**src/rtl/msfr_pkg.sv**
```systemverilog
/*
  Constants of the core register bank and digital I/O port block:
  register offsets, reset values, field positions.
  Assumes a byte-wide register port driven by the core on clk_in.
*/
package msfr_pkg;

  // ==========================================================
  // register offsets
  localparam logic [7:0] OFS_PORT0   = 8'h80;
  localparam logic [7:0] OFS_SP      = 8'h81;
  localparam logic [7:0] OFS_DPL0    = 8'h82;
  localparam logic [7:0] OFS_DPH0    = 8'h83;
  localparam logic [7:0] OFS_DATA_POINTER_LOW_SECOND    = 8'h84;
  localparam logic [7:0] OFS_DATA_POINTER_HIGH_SECOND    = 8'h85;
  localparam logic [7:0] OFS_UARTSPD = 8'h87;
  localparam logic [7:0] OFS_TCTL    = 8'h88;
  localparam logic [7:0] OFS_TMODE   = 8'h89;
  localparam logic [7:0] OFS_TL0     = 8'h8A;
  localparam logic [7:0] OFS_TL1     = 8'h8B;
  localparam logic [7:0] OFS_TH0     = 8'h8C;
  localparam logic [7:0] OFS_TH1     = 8'h8D;
  localparam logic [7:0] OFS_STRETCH = 8'h8E;
  localparam logic [7:0] OFS_PORT1   = 8'h90;
  localparam logic [7:0] OFS_PSEL    = 8'h92;
  localparam logic [7:0] OFS_S0CTL   = 8'h98;
  localparam logic [7:0] OFS_SERIAL_ZERO_BUFFER   = 8'h99;
  localparam logic [7:0] OFS_INTERRUPT_ENABLE_TWO    = 8'h9A;
  localparam logic [7:0] OFS_S1CTL   = 8'h9B;
  localparam logic [7:0] OFS_SERIAL_ONE_BUFFER   = 8'h9C;
  localparam logic [7:0] OFS_S1RLL   = 8'h9D;
  localparam logic [7:0] OFS_PORT2   = 8'hA0;
  localparam logic [7:0] OFS_INTERRUPT_ENABLE_ZERO    = 8'hA8;
  localparam logic [7:0] OFS_IP0     = 8'hA9;
  localparam logic [7:0] OFS_S0RLL   = 8'hAA;
  localparam logic [7:0] OFS_PORT3   = 8'hB0;
  localparam logic [7:0] OFS_INTERRUPT_ENABLE_ONE    = 8'hB8;
  localparam logic [7:0] OFS_IP1     = 8'hB9;
  localparam logic [7:0] OFS_S0RLH   = 8'hBA;
  localparam logic [7:0] OFS_S1RLH   = 8'hBB;
  localparam logic [7:0] OFS_PAGEHI  = 8'hBF;
  localparam logic [7:0] OFS_IRQCTL  = 8'hC0;
  localparam logic [7:0] OFS_EXTPOL  = 8'hC8;
  localparam logic [7:0] OFS_PSW     = 8'hD0;
  localparam logic [7:0] OFS_BAUD    = 8'hD8;
  localparam logic [7:0] OFS_ACC     = 8'hE0;
  localparam logic [7:0] OFS_MDOP    = 8'hF0;

  // ==========================================================
  // reset values; all but RST_ZERO and RST_PC differ from zero
  localparam logic [7:0]  RST_PORT    = 8'hFF;
  localparam logic [7:0]  RST_SP      = 8'h07;
  localparam logic [7:0]  RST_STRETCH = 8'h01;
  localparam logic [7:0]  RST_S0RLL   = 8'hD9;
  localparam logic [7:0]  RST_RLH     = 8'h03;
  localparam logic [7:0]  RST_ZERO    = 8'h00;
  localparam logic [15:0] RST_PC      = 16'h0000;

  // ==========================================================
  // field positions
  localparam int PSW_CARRY   = 7;
  localparam int PSW_AUXC    = 6;
  localparam int PSW_USER0   = 5;
  localparam int PSW_BANK_HI = 4;
  localparam int PSW_BANK_LO = 3;
  localparam int PSW_OVF     = 2;
  localparam int PSW_USER1   = 1;
  localparam int PSW_PARITY  = 0;
  localparam int BAUD_SRC    = 7;
  localparam int PSEL_BIT    = 0;
  localparam int CFG_PORT_EN = 5;
  localparam logic [15:0] CFG_PORT_ADDR = 16'h270C;
  localparam int NUM_PINS    = 15;

endpackage : msfr_pkg

```
**src/rtl/msfr_bank.sv**
```systemverilog
/*
  Core special function register bank with digital I/O port
  registers for pins 0 to 14, stack pointer and program counter.
  Assumes the core issues one register access per cycle on clk_in
  and drives the fetch/push strobes synchronously; pin inputs are
  asynchronous and are synchronised here.
*/
// What this block does
// RULE_01 - stack pointer reads 0x07 after reset
// RULE_02 - stack pointer increments before push or call stores data
// RULE_03 - 16-bit program counter, 0 at reset, counts fetches and operands
// RULE_04 - bank select bits 4:3 pick working register block base
// RULE_05 - status word holds carry, aux carry, user, overflow flags
// RULE_06 - status bit 0 gives even parity with accumulator
// RULE_07 - two 16-bit data pointers written as low and high bytes
// RULE_08 - port register: direction in upper nibble, data in lower
// RULE_09 - direction 1 makes pin output, 0 makes it input
// RULE_10 - output pin drives its data bit level
// RULE_11 - port read returns actual pin state
// RULE_12 - pins start as outputs, high impedance until port enable set
// RULE_13 - firmware sets direction and data before enabling ports
// RULE_14 - operand register serves multiply, divide and scratch
// RULE_15 - baud control register keeps only bit 7
// RULE_16 - paged register gives high address byte for paged moves
// RULE_17 - polarity register for external interrupts two and three
// RULE_18 - select bit picks pointer without altering either value
// RULE_19 - unmapped reads undefined, unmapped writes ignored
`timescale 1ns/1ns
module msfr_bank
  import msfr_pkg::*;
(
  // clock and reset
  input  wire logic        clk_in,
  input  wire logic        reset_n_in,
  // register port
  input  wire logic [7:0]  sfr_addr_in,
  input  wire logic        sfr_wr_in,
  input  wire logic        sfr_rd_in,
  input  wire logic [7:0]  sfr_wdata_in,
  output logic      [7:0]  sfr_rdata_out,
  // core sequencing strobes
  input  wire logic        fetch_in,
  input  wire logic        push_in,
  input  wire logic        pop_in,
  input  wire logic        pc_load_in,
  input  wire logic [15:0] pc_load_val_in,
  // flag and multiply/divide result updates from the core
  input  wire logic        alu_flags_we_in,
  input  wire logic [3:0]  alu_flags_in,
  input  wire logic        mul_div_we_in,
  input  wire logic [7:0]  acc_result_in,
  input  wire logic [7:0]  mdop_result_in,
  // configuration port enable bit write
  input  wire logic        cfg_wr_in,
  input  wire logic [15:0] cfg_addr_in,
  input  wire logic [7:0]  cfg_wdata_in,
  // core views
  output logic [15:0] program_counter_out,
  output logic [7:0]  stack_pointer_out,
  output logic [7:0]  push_addr_out,
  output logic [4:0]  bank_base_out,
  output logic [15:0] active_pointer_out,
  output logic [7:0]  paged_address_high_out,
  output logic [1:0]  ext_int_polarity_out,
  output logic        baud_source_out,
  output logic [7:0]  mdop_out,
  output logic [2:0]  stretch_out,
  // pins
  input  wire logic [NUM_PINS-1:0] pin_in,
  output logic      [NUM_PINS-1:0] pin_out,
  output logic      [NUM_PINS-1:0] pin_oe_out
);

  // ==========================================================
  // state
  typedef struct packed {
    logic [7:0]  port0, port1, port2, port3;
    logic [7:0]  sp, dpl0, dph0, data_pointer_low_second, data_pointer_high_second, psel;
    logic [7:0]  uartspd, tctl, tmode, tl0, tl1, th0, th1, stretch;
    logic [7:0]  s0ctl, serial_zero_buffer, interrupt_enable_two, s1ctl, serial_one_buffer, s1rll;
    logic [7:0]  interrupt_enable_zero, ip0, s0rll, interrupt_enable_one, ip1, s0rlh, s1rlh;
    logic [7:0]  pagehi, irqctl, extpol, program_status_word, baud, acc, mdop;
    logic        port_en;
    logic [15:0] pc;
    logic [NUM_PINS-1:0] sync1, sync2;
    logic [7:0]  rdata;
    logic [NUM_PINS-1:0] pout, poe;
    logic [7:0]  push_addr;
    logic [15:0] aptr;
  } msfr_state_type;

  msfr_state_type st_ff;
  msfr_state_type nxt_st;
  logic [NUM_PINS-1:0] dir_bits;
  logic [NUM_PINS-1:0] data_bits;
  logic                parity;

  // ==========================================================
  // port nibbles gathered into pin vectors
  // pin 14 sits one short of a full nibble in the last group
  assign dir_bits  = {st_ff.port3[6:4], st_ff.port2[7:4],
                      st_ff.port1[7:4], st_ff.port0[7:4]};   // RULE_08
  assign data_bits = {st_ff.port3[2:0], st_ff.port2[3:0],
                      st_ff.port1[3:0], st_ff.port0[3:0]};   // RULE_08
  assign parity    = ^st_ff.acc;                             // RULE_06

  // ==========================================================
  // next state
  always_comb begin
    nxt_st = st_ff;
    // two-flop synchroniser, only sync2 is read
    nxt_st.sync1 = pin_in;
    nxt_st.sync2 = st_ff.sync1;
    // program counter
    if (pc_load_in) begin
      nxt_st.pc = pc_load_val_in;
    end else if (fetch_in) begin
      nxt_st.pc = st_ff.pc + 16'h0001;                       // RULE_03
    end
    // stack: pre-increment so the first push lands one above
    if (push_in) begin
      nxt_st.sp = st_ff.sp + 8'h01;                          // RULE_02
    end else if (pop_in) begin
      nxt_st.sp = st_ff.sp - 8'h01;
    end
    if (alu_flags_we_in) begin
      nxt_st.program_status_word[PSW_CARRY] = alu_flags_in[3];               // RULE_05
      nxt_st.program_status_word[PSW_AUXC]  = alu_flags_in[2];               // RULE_05
      nxt_st.program_status_word[PSW_OVF]   = alu_flags_in[1];               // RULE_05
    end
    if (mul_div_we_in) begin
      nxt_st.acc  = acc_result_in;
      nxt_st.mdop = mdop_result_in;                          // RULE_14
    end
    // configuration port enable
    if (cfg_wr_in && cfg_addr_in == CFG_PORT_ADDR) begin
      nxt_st.port_en = cfg_wdata_in[CFG_PORT_EN];            // RULE_12
    end
    // software writes win over core updates in the same cycle
    if (sfr_wr_in) begin
      case (sfr_addr_in)
        OFS_PORT0:   nxt_st.port0   = sfr_wdata_in;          // RULE_08
        OFS_PORT1:   nxt_st.port1   = sfr_wdata_in;
        OFS_PORT2:   nxt_st.port2   = sfr_wdata_in;
        OFS_PORT3:   nxt_st.port3   = sfr_wdata_in;
        OFS_SP:      nxt_st.sp      = sfr_wdata_in;
        OFS_DPL0:    nxt_st.dpl0    = sfr_wdata_in;          // RULE_07
        OFS_DPH0:    nxt_st.dph0    = sfr_wdata_in;          // RULE_07
        OFS_DATA_POINTER_LOW_SECOND:    nxt_st.data_pointer_low_second    = sfr_wdata_in;          // RULE_07
        OFS_DATA_POINTER_HIGH_SECOND:    nxt_st.data_pointer_high_second    = sfr_wdata_in;          // RULE_07
        OFS_UARTSPD: nxt_st.uartspd = sfr_wdata_in;
        OFS_TCTL:    nxt_st.tctl    = sfr_wdata_in;
        OFS_TMODE:   nxt_st.tmode   = sfr_wdata_in;
        OFS_TL0:     nxt_st.tl0     = sfr_wdata_in;
        OFS_TL1:     nxt_st.tl1     = sfr_wdata_in;
        OFS_TH0:     nxt_st.th0     = sfr_wdata_in;
        OFS_TH1:     nxt_st.th1     = sfr_wdata_in;
        OFS_STRETCH: nxt_st.stretch = sfr_wdata_in;
        OFS_PSEL:    nxt_st.psel    = sfr_wdata_in;          // RULE_18
        OFS_S0CTL:   nxt_st.s0ctl   = sfr_wdata_in;
        OFS_SERIAL_ZERO_BUFFER:   nxt_st.serial_zero_buffer   = sfr_wdata_in;
        OFS_INTERRUPT_ENABLE_TWO:    nxt_st.interrupt_enable_two    = sfr_wdata_in;
        OFS_S1CTL:   nxt_st.s1ctl   = sfr_wdata_in;
        OFS_SERIAL_ONE_BUFFER:   nxt_st.serial_one_buffer   = sfr_wdata_in;
        OFS_S1RLL:   nxt_st.s1rll   = sfr_wdata_in;
        OFS_INTERRUPT_ENABLE_ZERO:    nxt_st.interrupt_enable_zero    = sfr_wdata_in;
        OFS_IP0:     nxt_st.ip0     = sfr_wdata_in;
        OFS_S0RLL:   nxt_st.s0rll   = sfr_wdata_in;
        OFS_INTERRUPT_ENABLE_ONE:    nxt_st.interrupt_enable_one    = sfr_wdata_in;
        OFS_IP1:     nxt_st.ip1     = sfr_wdata_in;
        OFS_S0RLH:   nxt_st.s0rlh   = sfr_wdata_in;
        OFS_S1RLH:   nxt_st.s1rlh   = sfr_wdata_in;
        OFS_PAGEHI:  nxt_st.pagehi  = sfr_wdata_in;          // RULE_16
        OFS_IRQCTL:  nxt_st.irqctl  = sfr_wdata_in;
        OFS_EXTPOL:  nxt_st.extpol  = sfr_wdata_in;          // RULE_17
        OFS_PSW:     nxt_st.program_status_word     = sfr_wdata_in;          // RULE_04
        OFS_BAUD:    nxt_st.baud    = {sfr_wdata_in[BAUD_SRC],
                                       7'h00};               // RULE_15
        OFS_ACC:     nxt_st.acc     = sfr_wdata_in;
        OFS_MDOP:    nxt_st.mdop    = sfr_wdata_in;          // RULE_14
        default:     nxt_st.rdata   = st_ff.rdata;           // RULE_19
      endcase
    end
    // parity bit follows the accumulator, never software
    nxt_st.program_status_word[PSW_PARITY] = ^nxt_st.acc;                    // RULE_06
    // read mux: ports show the synchronised pins
    if (sfr_rd_in) begin
      case (sfr_addr_in)
        OFS_PORT0:   nxt_st.rdata = {st_ff.port0[7:4],
                                     st_ff.sync2[3:0]};      // RULE_11
        OFS_PORT1:   nxt_st.rdata = {st_ff.port1[7:4],
                                     st_ff.sync2[7:4]};      // RULE_11
        OFS_PORT2:   nxt_st.rdata = {st_ff.port2[7:4],
                                     st_ff.sync2[11:8]};     // RULE_11
        OFS_PORT3:   nxt_st.rdata = {st_ff.port3[7:4], 1'b0,
                                     st_ff.sync2[14:12]};    // RULE_11
        OFS_SP:      nxt_st.rdata = st_ff.sp;
        OFS_DPL0:    nxt_st.rdata = st_ff.dpl0;
        OFS_DPH0:    nxt_st.rdata = st_ff.dph0;
        OFS_DATA_POINTER_LOW_SECOND:    nxt_st.rdata = st_ff.data_pointer_low_second;
        OFS_DATA_POINTER_HIGH_SECOND:    nxt_st.rdata = st_ff.data_pointer_high_second;
        OFS_UARTSPD: nxt_st.rdata = st_ff.uartspd;
        OFS_TCTL:    nxt_st.rdata = st_ff.tctl;
        OFS_TMODE:   nxt_st.rdata = st_ff.tmode;
        OFS_TL0:     nxt_st.rdata = st_ff.tl0;
        OFS_TL1:     nxt_st.rdata = st_ff.tl1;
        OFS_TH0:     nxt_st.rdata = st_ff.th0;
        OFS_TH1:     nxt_st.rdata = st_ff.th1;
        OFS_STRETCH: nxt_st.rdata = st_ff.stretch;
        OFS_PSEL:    nxt_st.rdata = st_ff.psel;
        OFS_S0CTL:   nxt_st.rdata = st_ff.s0ctl;
        OFS_SERIAL_ZERO_BUFFER:   nxt_st.rdata = st_ff.serial_zero_buffer;
        OFS_INTERRUPT_ENABLE_TWO:    nxt_st.rdata = st_ff.interrupt_enable_two;
        OFS_S1CTL:   nxt_st.rdata = st_ff.s1ctl;
        OFS_SERIAL_ONE_BUFFER:   nxt_st.rdata = st_ff.serial_one_buffer;
        OFS_S1RLL:   nxt_st.rdata = st_ff.s1rll;
        OFS_INTERRUPT_ENABLE_ZERO:    nxt_st.rdata = st_ff.interrupt_enable_zero;
        OFS_IP0:     nxt_st.rdata = st_ff.ip0;
        OFS_S0RLL:   nxt_st.rdata = st_ff.s0rll;
        OFS_INTERRUPT_ENABLE_ONE:    nxt_st.rdata = st_ff.interrupt_enable_one;
        OFS_IP1:     nxt_st.rdata = st_ff.ip1;
        OFS_S0RLH:   nxt_st.rdata = st_ff.s0rlh;
        OFS_S1RLH:   nxt_st.rdata = st_ff.s1rlh;
        OFS_PAGEHI:  nxt_st.rdata = st_ff.pagehi;
        OFS_IRQCTL:  nxt_st.rdata = st_ff.irqctl;
        OFS_EXTPOL:  nxt_st.rdata = st_ff.extpol;
        OFS_PSW:     nxt_st.rdata = {st_ff.program_status_word[7:1], parity};
        OFS_BAUD:    nxt_st.rdata = st_ff.baud;
        OFS_ACC:     nxt_st.rdata = st_ff.acc;
        OFS_MDOP:    nxt_st.rdata = st_ff.mdop;
        // undefined data; zero is one legal choice
        default:     nxt_st.rdata = RST_ZERO;                // RULE_19
      endcase
    end
    // pin drivers: gated by the port enable so the pins stay
    // floating until firmware has set direction and data
    nxt_st.pout = data_bits;                                 // RULE_10
    nxt_st.poe  = nxt_st.port_en ? dir_bits : '0;            // RULE_09 RULE_12
    // core views registered so every output comes from a flop;
    // built from the next state, so they show no extra lag
    nxt_st.push_addr = nxt_st.sp + 8'h01;                    // RULE_02
    nxt_st.aptr      = nxt_st.psel[PSEL_BIT] ?
                       {nxt_st.data_pointer_high_second, nxt_st.data_pointer_low_second} :
                       {nxt_st.dph0, nxt_st.dpl0};           // RULE_18
  end

  // ==========================================================
  // registers
  always_ff @(posedge clk_in or negedge reset_n_in) begin
    if (!reset_n_in) begin
      st_ff         <= '0;
      st_ff.port0   <= RST_PORT;                             // RULE_12
      st_ff.port1   <= RST_PORT;
      st_ff.port2   <= RST_PORT;
      st_ff.port3   <= RST_PORT;
      st_ff.sp      <= RST_SP;                               // RULE_01
      st_ff.pc      <= RST_PC;                               // RULE_03
      st_ff.stretch <= RST_STRETCH;
      st_ff.s0rll   <= RST_S0RLL;
      st_ff.s0rlh   <= RST_RLH;
      st_ff.s1rlh   <= RST_RLH;
      st_ff.push_addr <= RST_SP + 8'h01;                     // RULE_02
    end else begin
      st_ff <= nxt_st;
    end
  end

  // ==========================================================
  // outputs, all straight from flops
  assign sfr_rdata_out          = st_ff.rdata;
  assign program_counter_out    = st_ff.pc;
  assign stack_pointer_out      = st_ff.sp;
  assign push_addr_out          = st_ff.push_addr;           // RULE_02
  assign bank_base_out          = {st_ff.program_status_word[PSW_BANK_HI],
                                   st_ff.program_status_word[PSW_BANK_LO],
                                   3'b000};                  // RULE_04
  assign active_pointer_out     = st_ff.aptr;                // RULE_18
  assign paged_address_high_out = st_ff.pagehi;              // RULE_16
  assign ext_int_polarity_out   = st_ff.extpol[1:0];         // RULE_17
  assign baud_source_out        = st_ff.baud[BAUD_SRC];      // RULE_15
  assign mdop_out               = st_ff.mdop;                // RULE_14
  assign stretch_out            = st_ff.stretch[2:0];
  assign pin_out                = st_ff.pout;
  assign pin_oe_out             = st_ff.poe;
endmodule // msfr_bank

```
**config.mk**
```make
export PLATFORM = sky130hd
export DESIGN_NAME = msfr_bank
export DESIGN_NICKNAME = d
export VERILOG_FILES = /design/src/rtl/msfr_pkg.sv /design/src/rtl/msfr_bank.sv
export SDC_FILE = /design/constraint.sdc
export NUM_CORES = 1
export LEC_CHECK = 0
export BUFFER_PORTS_ARGS = -buffer_cell sky130_fd_sc_hd__buf_2
export CORE_ASPECT_RATIO = 0.7
export CORE_UTILIZATION = 35
export DETAILED_ROUTE_END_ITERATION = 7
export GPL_TIMING_DRIVEN = 0
export PLACE_DENSITY_LB_ADDON = 0.1
export REMOVE_ABC_BUFFERS = 1
export SLEW_MARGIN = 25
export SYNTH_ARGS = -nofsm -noshare
export SYNTH_HDL_FRONTEND = slang
export SYNTH_SLANG_ARGS = --single-unit
```
**constraint.sdc**
```tcl
create_clock -name clk_in -period 2.9 [get_ports clk_in]
set_input_delay 0.29 -clock clk_in [delete_from_list [all_inputs] [get_ports clk_in]]
set_output_delay 0.29 -clock clk_in [all_outputs]
set_load 0.02 [all_outputs]
```
After elaboration in Yosys (flattened, before gate mapping)
Index checks and enable logic that the tools add are counted.
{ "totals": {"register_bits": 406, "input_bits": 102, "output_inout_bits": 113, "elab_cells": 173} }
{ "op_classes": {"n_addsub": 4, "eq_ne": 39, "n_mux": 46, "n_reduce_logical": 35} }
{ "op_table": {"columns": ["operator", "count"], "rows": [
  ["$eq 8x8->1 const B", 38],
  ["$pmux 8 s38", 1],
  ["$mux 8", 36],
  ["$mux 272", 1],
  ["$mux 16", 4],
  ["$reduce_and 2->1", 31],
  ["$add 16x1->16 const B", 1],
  ["$add 8x1->8 const B", 2],
  ["$eq 16x14->1 const B", 1],
  ["$reduce_xor 8->1", 2],
  ["$mux 15", 1],
  ["$sub 8x1->8 const B", 1],
  ["$mux 1", 2],
  ["$mux 2", 1],
  ["$reduce_bool 2->1", 1],
  ["$logic_and 1x1->1", 1]
]} }

Longest topological paths before layout
Gate-level depths: netlist of the first run.
{ "logic_depth": {"ltp_word": 6, "depth_mapped": 11, "mapped_depth_nobuf": 10} }

Worst setup path after synthesis of the first run
Ideal clock, no wire load.
{ "synth_timing": {"kind": "input to register", "start": "input port sfr_addr_in[4]", "end": "register st_ff, in the netlist active_pointer_out[10]", "setup_time_ps": 125, "arrival_ps": 2274, "required_ps": 2775, "setup_slack_ps": 501, "path_stages": 9, "path_buffers": 4, "cell_sequence": "buf_6 > or4b_1 > buf_6 > nor3b_4 > buf_6 > nor2b_1 > buf_4 > mux2_2 > mux2_2"} }
{ "synth_lines": {"columns": ["item", "line_no", "rtl"], "rows": [
  ["from (decl)", "msfr_bank.sv:36", "input wire logic [7:0] sfr_addr_in,"],
  ["to (signal assigned)", "msfr_bank.sv:264", "st_ff <= nxt_st;"],
  ["to (decl)", "msfr_bank.sv:92", "msfr_state_type st_ff;"]
]} }

Final worst setup path of the first run
{ "layout_timing": {"start": "input port sfr_addr_in[5]", "end": "register st_ff, in the netlist sfr_rdata_out[1]"} }
{ "layout_between": {"elab_chain_cells": 2, "word_cells_on_any_way": 39, "cone_classes": "eq/ne: 38; mux: 1"} }
{ "layout_lines": {"columns": ["item", "line_no", "rtl"], "rows": [
  ["$eq 8x8->1", "msfr_bank.sv:188", "case (sfr_addr_in)"],
  ["$pmux 8 s38 *", "msfr_bank.sv:188", null]
]} }
Every way passes the cells marked *; elsewhere a longest branch is shown, timed or not.
A chain may end at the register's enable or synchronous reset.

==> results of run 1 <==
routing by layer:
layer / routed length [um] / track usage, % / share of wire, %
met1: 30700 / 34.5 / 48
met2: 27600 / 33.5 / 43
met3: 4590 / 6.01 / 7.1
met4: 1390 / 5.95 / 2.2
met5: 13 / 0 / 0.020
stage by stage:
stage / setup TNS [ns] / total power [mW] / hold slack [ns] / area (sq um) / worst slack, ns
finish: 0 / 14.0 / 0.0224 / 22000 / 0.0926
global route: 0 / 14.6 / 0.0238 / 22000 / 0.00577
CTS: 0 / 14.1 / 0.00260 / 21900 / 0.00778
detailed placement: -139.41 / 8.23 / 0.114 / 20100 / -1.42
global placement: -3254.50 / 8.16 / 0.338 / 19700 / -6.99
floorplan: -7.72 / 7.32 / -0.00559 / 17800 / -0.287
worst min-delay path by stage:
stage                           start                    end  slack (ns)  cells after the start
floorplan                  reset_n_in  active_pointer_out[0]      -0.006                      0
global placement           nxt_st[67]              st_ff[67]        0.34                      0
detailed placement         reset_n_in             pin_out[5]        0.11                      1
CTS                 mdop_result_in[7]            mdop_out[7]       0.003                      3
global route         acc_result_in[6]             st_ff[123]        0.02                      3
finish              mdop_result_in[7]            mdop_out[7]        0.02                      3
cell families after synthesis:
logic type,Yosys count
other cells,1
flops,404
simple gates,343
fa+ha+maj,4
buf+inv,230
compound gates,225
mux,338
xor+xnor,33
sequential cells by signal, indices dropped and copies added (netlist names), 15 cells and up:
name / flops
dir_bits: 15
active_pointer_out: 16
pin_out: 15
pin_oe_out: 15
program_counter_out: 16
st_ff: 249
nxt_st: 15
data_bits: 15
worst max-delay path, cell delays in order:
cell	delay, ns
clkbuf_4	0.31
or4b_4	0.75
nor2_2	0.76
a22oi_1	0.39
o2111ai_1	0.29
a2111oi_0	0.11
and3_1	0.23
o22ai_1	0.11
cells in the mapped netlist, types with 11 or more instances:
| master | count | area share, % |
|---|---|---|
| mux2_2 | 297 | 18 |
| a32oi_1 | 25 | 1.1 |
| o21ai_0 | 33 | 0.87 |
| buf_2 | 31 | 0.81 |
| nand4_1 | 16 | 0.52 |
| xnor2_1 | 13 | 0.60 |
| dfstp_2 | 45 | 6.2 |
| a21oi_1 | 39 | 1.0 |
| clkbuf_1 | 61 | 1.2 |
| nand2_1 | 97 | 1.9 |
| dfrtp_1 | 359 | 47 |
| nor2_1 | 57 | 1.1 |
| and3_1 | 14 | 0.46 |
| buf_4 | 115 | 4.5 |
| inv_1 | 14 | 0.28 |
| a22oi_1 | 52 | 2.0 |
| xor2_1 | 20 | 0.92 |
| o22ai_1 | 12 | 0.39 |
| nor2b_1 | 26 | 0.85 |
| nor3_1 | 20 | 0.52 |
| mux2i_1 | 39 | 2.0 |
| nor4_1 | 11 | 0.36 |
| nand3_1 | 42 | 1.1 |
| and2_1 | 12 | 0.39 |
final cells by class:
class                           instances  area share (%)
Antenna cell                            2          0.0227
Multi-Input combinational cell        947            35.2
Tap cell                              730            4.15
Clock inverter                          9           0.546
Inverter                               15           0.256
Sequential cell                       404            46.2
Timing Repair Buffer                  255            7.55
Clock buffer                           69            6.07
power by group through the flow:
stage | logic (mW) | registers, mW | clock network [mW]
2_1_floorplan | 0.722 | 6.60 | 0
3_3_place_gp | 1.66 | 6.50 | 0
3_5_place_dp | 1.73 | 6.51 | 0
4_1_cts | 1.77 | 6.41 | 5.94
5_1_grt | 1.92 | 6.46 | 6.17
6_report | 1.76 | 6.41 | 5.80
what timing repair did:
item                       in CTS  in global routing
hold endpoints to repair      188                  0
setup endpoints to repair      66                 32
cloned                          1                  0
gates resized for setup        11                  9
buffers inserted                2                  5
pin swaps                       1                  1
hold buffers                   32                  0
==> qor.csv, run 1 <==
stage,metric,value,unit
status,outcome,"finished, final reports clean",
grt,grt ovf,0,
placement,I/O Buffers,203,
routing,wire per inst,26.4,um
timing,"Setup violations, final",0,
logic_synthesis,Synth Area in Compound Gates,8.41,%
routing,drt first pass iters,5,
pwr,VDD IR max,0.354,mV
logic_synthesis,Cell variety after synth,75,
placement,Final Wtd Congestion,0.866,
setup_path,Critical Path AT,3.29,ns
grt,pin count of the biggest net entering global routing,88,
setup_path,flop2flop setup slack,0.44,ns
die,Die H,197,um
placement,Post-DP HPWL,43000,um
pwr,Comb pwr share,12.6,%
flow_run,Max-cap violations,0,
routing,DRC,0,
setup_path,Worst Path Required,3.39,ns
die,I/O pin cnt,215,
logic_synthesis,Post-Synth XOR/XNOR Area,1.51,%
logic_synthesis,Mapped Cells,1578,
timing,Worst-Margin Slew,1.16,ns
setup_path,type of element capturing the critical path,flip-flop,
timing,Slew HR,22.6,%
setup_path,end point of the critical path,sfr_rdata_out[1],
pwr,pwr/cell area,634,nW/um^2
setup_path,Worst setup SP type,input port,
timing,Final Max Tran Viols,0,
clock_tree,later-pin clock latency in the skew report,0.58,ns
die,row cnt,71,
placement,placed insts,2311,
pwr,internal power,10.2,mW
logic_synthesis,Synth warnings,0,
clock_tree,CTS tree,yes,
logic_synthesis,Post-Synth Simple-Gate Area,9.61,%
logic_synthesis,multiplexer share of the synthesized area,19.8,%
finish,synthesis-to-layout area growth,15.3,%
clock_tree,htree depth,2,
logic_synthesis,"flops & latches, synth",404,
grt,first-pass GRT wire length,93500,um
clock_tree,Max clock buf depth,3,
finish,"most common cell after layout, fill and taps aside",dfrtp_1,
grt,vias in the first global route,13400,
die,die width,281,um
finish,Reg area,10200,sq um
setup_path,Worst Setup SP,sfr_addr_in[5],
grt,initial antenna violation count,4,
logic_synthesis,"EDFF count, synth",0,
finish,Layout Cells excl Fill,2431,
finish,layout cells sized above 1,39.5,%
routing,DR vias,13400,
setup_path,Crit Reg-Reg Startpoint,st_ff[349],
logic_synthesis,synthesized area,19100,sq um
finish,# fillers,5216,
pwr,Psw,3.80,mW
routing,post-route ant nets,0,
timing,worst clock skew,0.0207,ns
setup_path,Crit Path Class,input port to flip-flop,
timing,Peak Freq,356,MHz
finish,fin util,40.9,%
die,area of the die,55500,sq um
logic_synthesis,Post-synth ARST share,100,%
clock_tree,clk root buf,clkbuf_16,
pwr,Sequential Power Share,45.9,%
logic_synthesis,Mean Syn Cell Area,12.1,sq um
min_path,Hold Crit Class,input port to flip-flop,
logic_synthesis,main combinational cell family by area after synthesis,multiplexers,
finish,final net count,1773,
grt,Total GRT Usage,23.3,%
routing,total wire length,64300,um
logic_synthesis,register area share after synthesis,53.2,%
pwr,LEAKAGE,10.2,nW
clock_tree,CTS clock-pin slew for the worst setup and hold paths,0.06,ns
clock_tree,CTS Sinks,404,
timing,minimum clock period,2.81,ns
clock_tree,total CTS buffers,44,
routing,DR vias/cell,5.50,
finish,multi-input logic area,7760,sq um
logic_synthesis,main flop type after synthesis,dfrtp_1,
logic_synthesis,Post-Synth Adder-Cell Area,0.262,%
setup_path,r2r worst-path depth,6,
setup_path,FF-to-FF End,sfr_rdata_out[0],
die,Core ar.,53800,sq um
timing,RSZ-0062 raised after global routing,false,
die,Initial Util,35.5,%
setup_path,crit-path max FO,29,
pwr,Clk pwr share,41.5,%
finish,most frequent cells in the layout,"359 x dfrtp_1, 297 x mux2_2, 194 x buf_2",
routing,starting DRC count in detailed routing,1113,
timing,fin crit share,96.8,%
timing,Final Hold Vio Count,0,
pwr,Net Sw Frac,27.2,%
Power figures use the tool's default switching activity.
==> run 2, diff against run 1 <==
--- a/config.mk
+++ b/config.mk
@@ -6,12 +6,14 @@
 export NUM_CORES = 1
 export LEC_CHECK = 0
 export BUFFER_PORTS_ARGS = -buffer_cell sky130_fd_sc_hd__buf_2
+export CAP_MARGIN = 30
 export CORE_ASPECT_RATIO = 0.7
 export CORE_UTILIZATION = 35
 export DETAILED_ROUTE_END_ITERATION = 7
 export GPL_TIMING_DRIVEN = 0
 export PLACE_DENSITY_LB_ADDON = 0.1
 export REMOVE_ABC_BUFFERS = 1
+export SETUP_SLACK_MARGIN = 0.15
 export SLEW_MARGIN = 25
 export SYNTH_ARGS = -nofsm -noshare
 export SYNTH_HDL_FRONTEND = slang
==> run 2 against run 1 <==
Power up 4.0%. Design area up 1.2%. Sequential share of layout area decreased by 0.53 points. Non-clock buffer count is 9 higher. Clock power is 9.5% higher. Largest cell class unchanged.
==> qor.csv, run 2 (synthesis results as in run 1) <==
stage,metric,value,unit,change
routing,wire per inst,26.4,um,-0.33%
finish,Top reg by flops,st_ff,,
clock_tree,CTS tree,yes,,
setup_path,Crit Path Class,input port to flip-flop,,
setup_path,crit-path max FO,36,,+24%
min_path,Hold Crit Class,input port to flip-flop,,
placement,DP Area,20100,sq um,+0.37%
grt,met2 Usage GRT,33.1,%,-0.38 points
clock_tree,htree depth,2,,unchanged
routing,drt first pass iters,7,,+2
grt,Total GRT Usage,23.3,%,-0.051 points
setup_path,Critical Path AT,3.22,ns,-0.07 ns
clock_tree,total CTS buffers,45,,+2.3%
timing,Slew HR,26.0,%,+3.5 points
finish,multi-input logic area,7730,sq um,-0.31%
routing,DR vias,13400,,+0.18%
timing,RSZ-0062 raised after global routing,true,,
placement,Post-DP HPWL,43500,um,+1.3%
die,row cnt,71,,unchanged
timing,minimum clock period,2.72,ns,-0.0895 ns
die,die width,281,um,unchanged
finish,Layout Cells excl Fill,2441,,+0.41%
die,Initial Util,35.5,%,unchanged
routing,total wire length,64300,um,about the same
timing,Worst-Margin Slew,1.11,ns,-0.0485 ns
timing,Final Max Tran Viols,0,,unchanged
grt,vias in the first global route,13300,,-0.37%
routing,post-route ant nets,0,,unchanged
timing,final setup TNS,0,ns,unchanged
finish,layout cells sized above 1,40.2,%,+0.74 points
finish,# fillers,5224,,+0.15%
die,Die H,197,um,unchanged
pwr,VDD IR max,0.350,mV,-1.2%
routing,DRC,0,,unchanged
grt,GR peak layer,met1,,
timing,Peak Freq,368,MHz,+3.3%
setup_path,flop2flop setup slack,0.47,ns,+0.03 ns
clock_tree,clk root buf,clkbuf_16,,
pwr,total power,14.5,mW,+4.0%
finish,Reg area,10200,sq um,unchanged
die,Core ar.,53800,sq um,unchanged
grt,pin count of the biggest net entering global routing,88,,unchanged
grt,M1 GR Usage,34.4,%,-0.049 points
grt,initial antenna violation count,3,,-1
clock_tree,later-pin clock latency in the skew report,0.59,ns,about the same
placement,I/O Buffers,203,,unchanged
finish,most frequent cells in the layout,"359 x dfrtp_1, 297 x mux2_2, 198 x buf_2",,
clock_tree,CTS clock-pin slew for the worst setup and hold paths,0.06,ns,about the same
finish,synthesis-to-layout area growth,16.7,%,
timing,Final Hold Vio Count,0,,unchanged
clock_tree,Max clock buf depth,3,,unchanged
grt,first-pass GRT wire length,93000,um,-0.44%
timing,worst clock skew,0.0175,ns,-0.00323 ns
placement,placed insts,2318,,+0.30%
setup_path,Worst setup SP type,input port,,
finish,final net count,1782,,+0.51%
clock_tree,CTS Sinks,404,,unchanged
routing,starting DRC count in detailed routing,1321,,+19%
finish,Final Cell Area,22300,sq um,+1.2%
pwr,pwr/cell area,652,nW/um^2,+2.8%
grt,met3 usage,6.14,%,+0.13 points
setup_path,Worst Path Required,3.40,ns,about the same
finish,max FFs per register,249,,unchanged
status,outcome,"finished, final reports clean",,
die,area of the die,55500,sq um,unchanged
routing,DR vias/cell,5.49,,-0.23%
timing,"Setup violations, final",0,,unchanged
setup_path,type of element capturing the critical path,flip-flop,,
timing,fin crit share,93.7,%,-3.1 points
placement,Final Wtd Congestion,0.866,,unchanged
timing,Hold WS,0.0253,ns,+0.00291 ns
grt,grt ovf,0,,unchanged
finish,"most common cell after layout, fill and taps aside",dfrtp_1,,
flow_run,Max-cap violations,0,,unchanged
pwr,LEAKAGE,10.4,nW,+1.2%
die,I/O pin cnt,215,,unchanged
run 2: metrics by stage:
step	utilization, %	setup WS, ns
after global routing	41.4	0.114
after global placement	36.6	-6.99
final	41.4	0.182
after floorplan	-	-0.287
after CTS	41.1	0.0989
after detailed placement	37.4	-1.16
run 2: report_power, final:
group | total (mW) | switching (mW) | internal [mW]
sequential | 6.41 | 0.338 | 6.07
combinational | 1.77 | 1.08 | 0.695
clock | 6.35 | 2.46 | 3.89
total | 14.5 | 3.87 | 10.7
run 2: critical path: stages:
cell and delay, ns:
buf_4 0.28, or4b_4 0.74, nor3b_4 0.48, buf_6 0.26, and2_1 0.32, a221o_1 0.36, a31oi_1 0.06, nor4b_1 0.18
a32oi_1 0.20
run 2: worst paths after layout:
path,start,end,depth (start not counted)
max in group asynchronous,reset_n_in,st_ff[165],5
min in group asynchronous,reset_n_in,pin_out[9],2
max reg2reg,stack_pointer_out[0],push_addr_out[6],10
min,acc_result_in[6],st_ff[123],3
min reg2reg,nxt_st[76],st_ff[76],0
max,sfr_addr_in[4],sfr_rdata_out[3],9
run 2: final cells by class:
| type | instances | share of cell area (%) |
|---|---|---|
| antenna | 1 | 0.0112 |
| clock buffer | 58 | 5.54 |
| clock inverter | 23 | 1.69 |
| inverter | 15 | 0.253 |
| multi-input combinational | 946 | 34.7 |
| sequential | 404 | 45.6 |
| tap | 730 | 4.10 |
| timing repair buffer | 264 | 8.04 |
run 2: metal layers:
layer  part of all wire, %  wire, um  up-vias
met5                     0         0        -
met4                   2.4      1550        0
met3                   8.1      5210       98
met2                    42     27100      427
met1                    47     30400     7057
li1                      -         -     5814
run 2: timing repair:
action	CTS	global route
resized for setup	11	9
pin swaps	1	2
hold buffers	32	0
buffers inserted	3	2
endpoints found under the hold margin	188	0
endpoints found under the setup margin	120	29
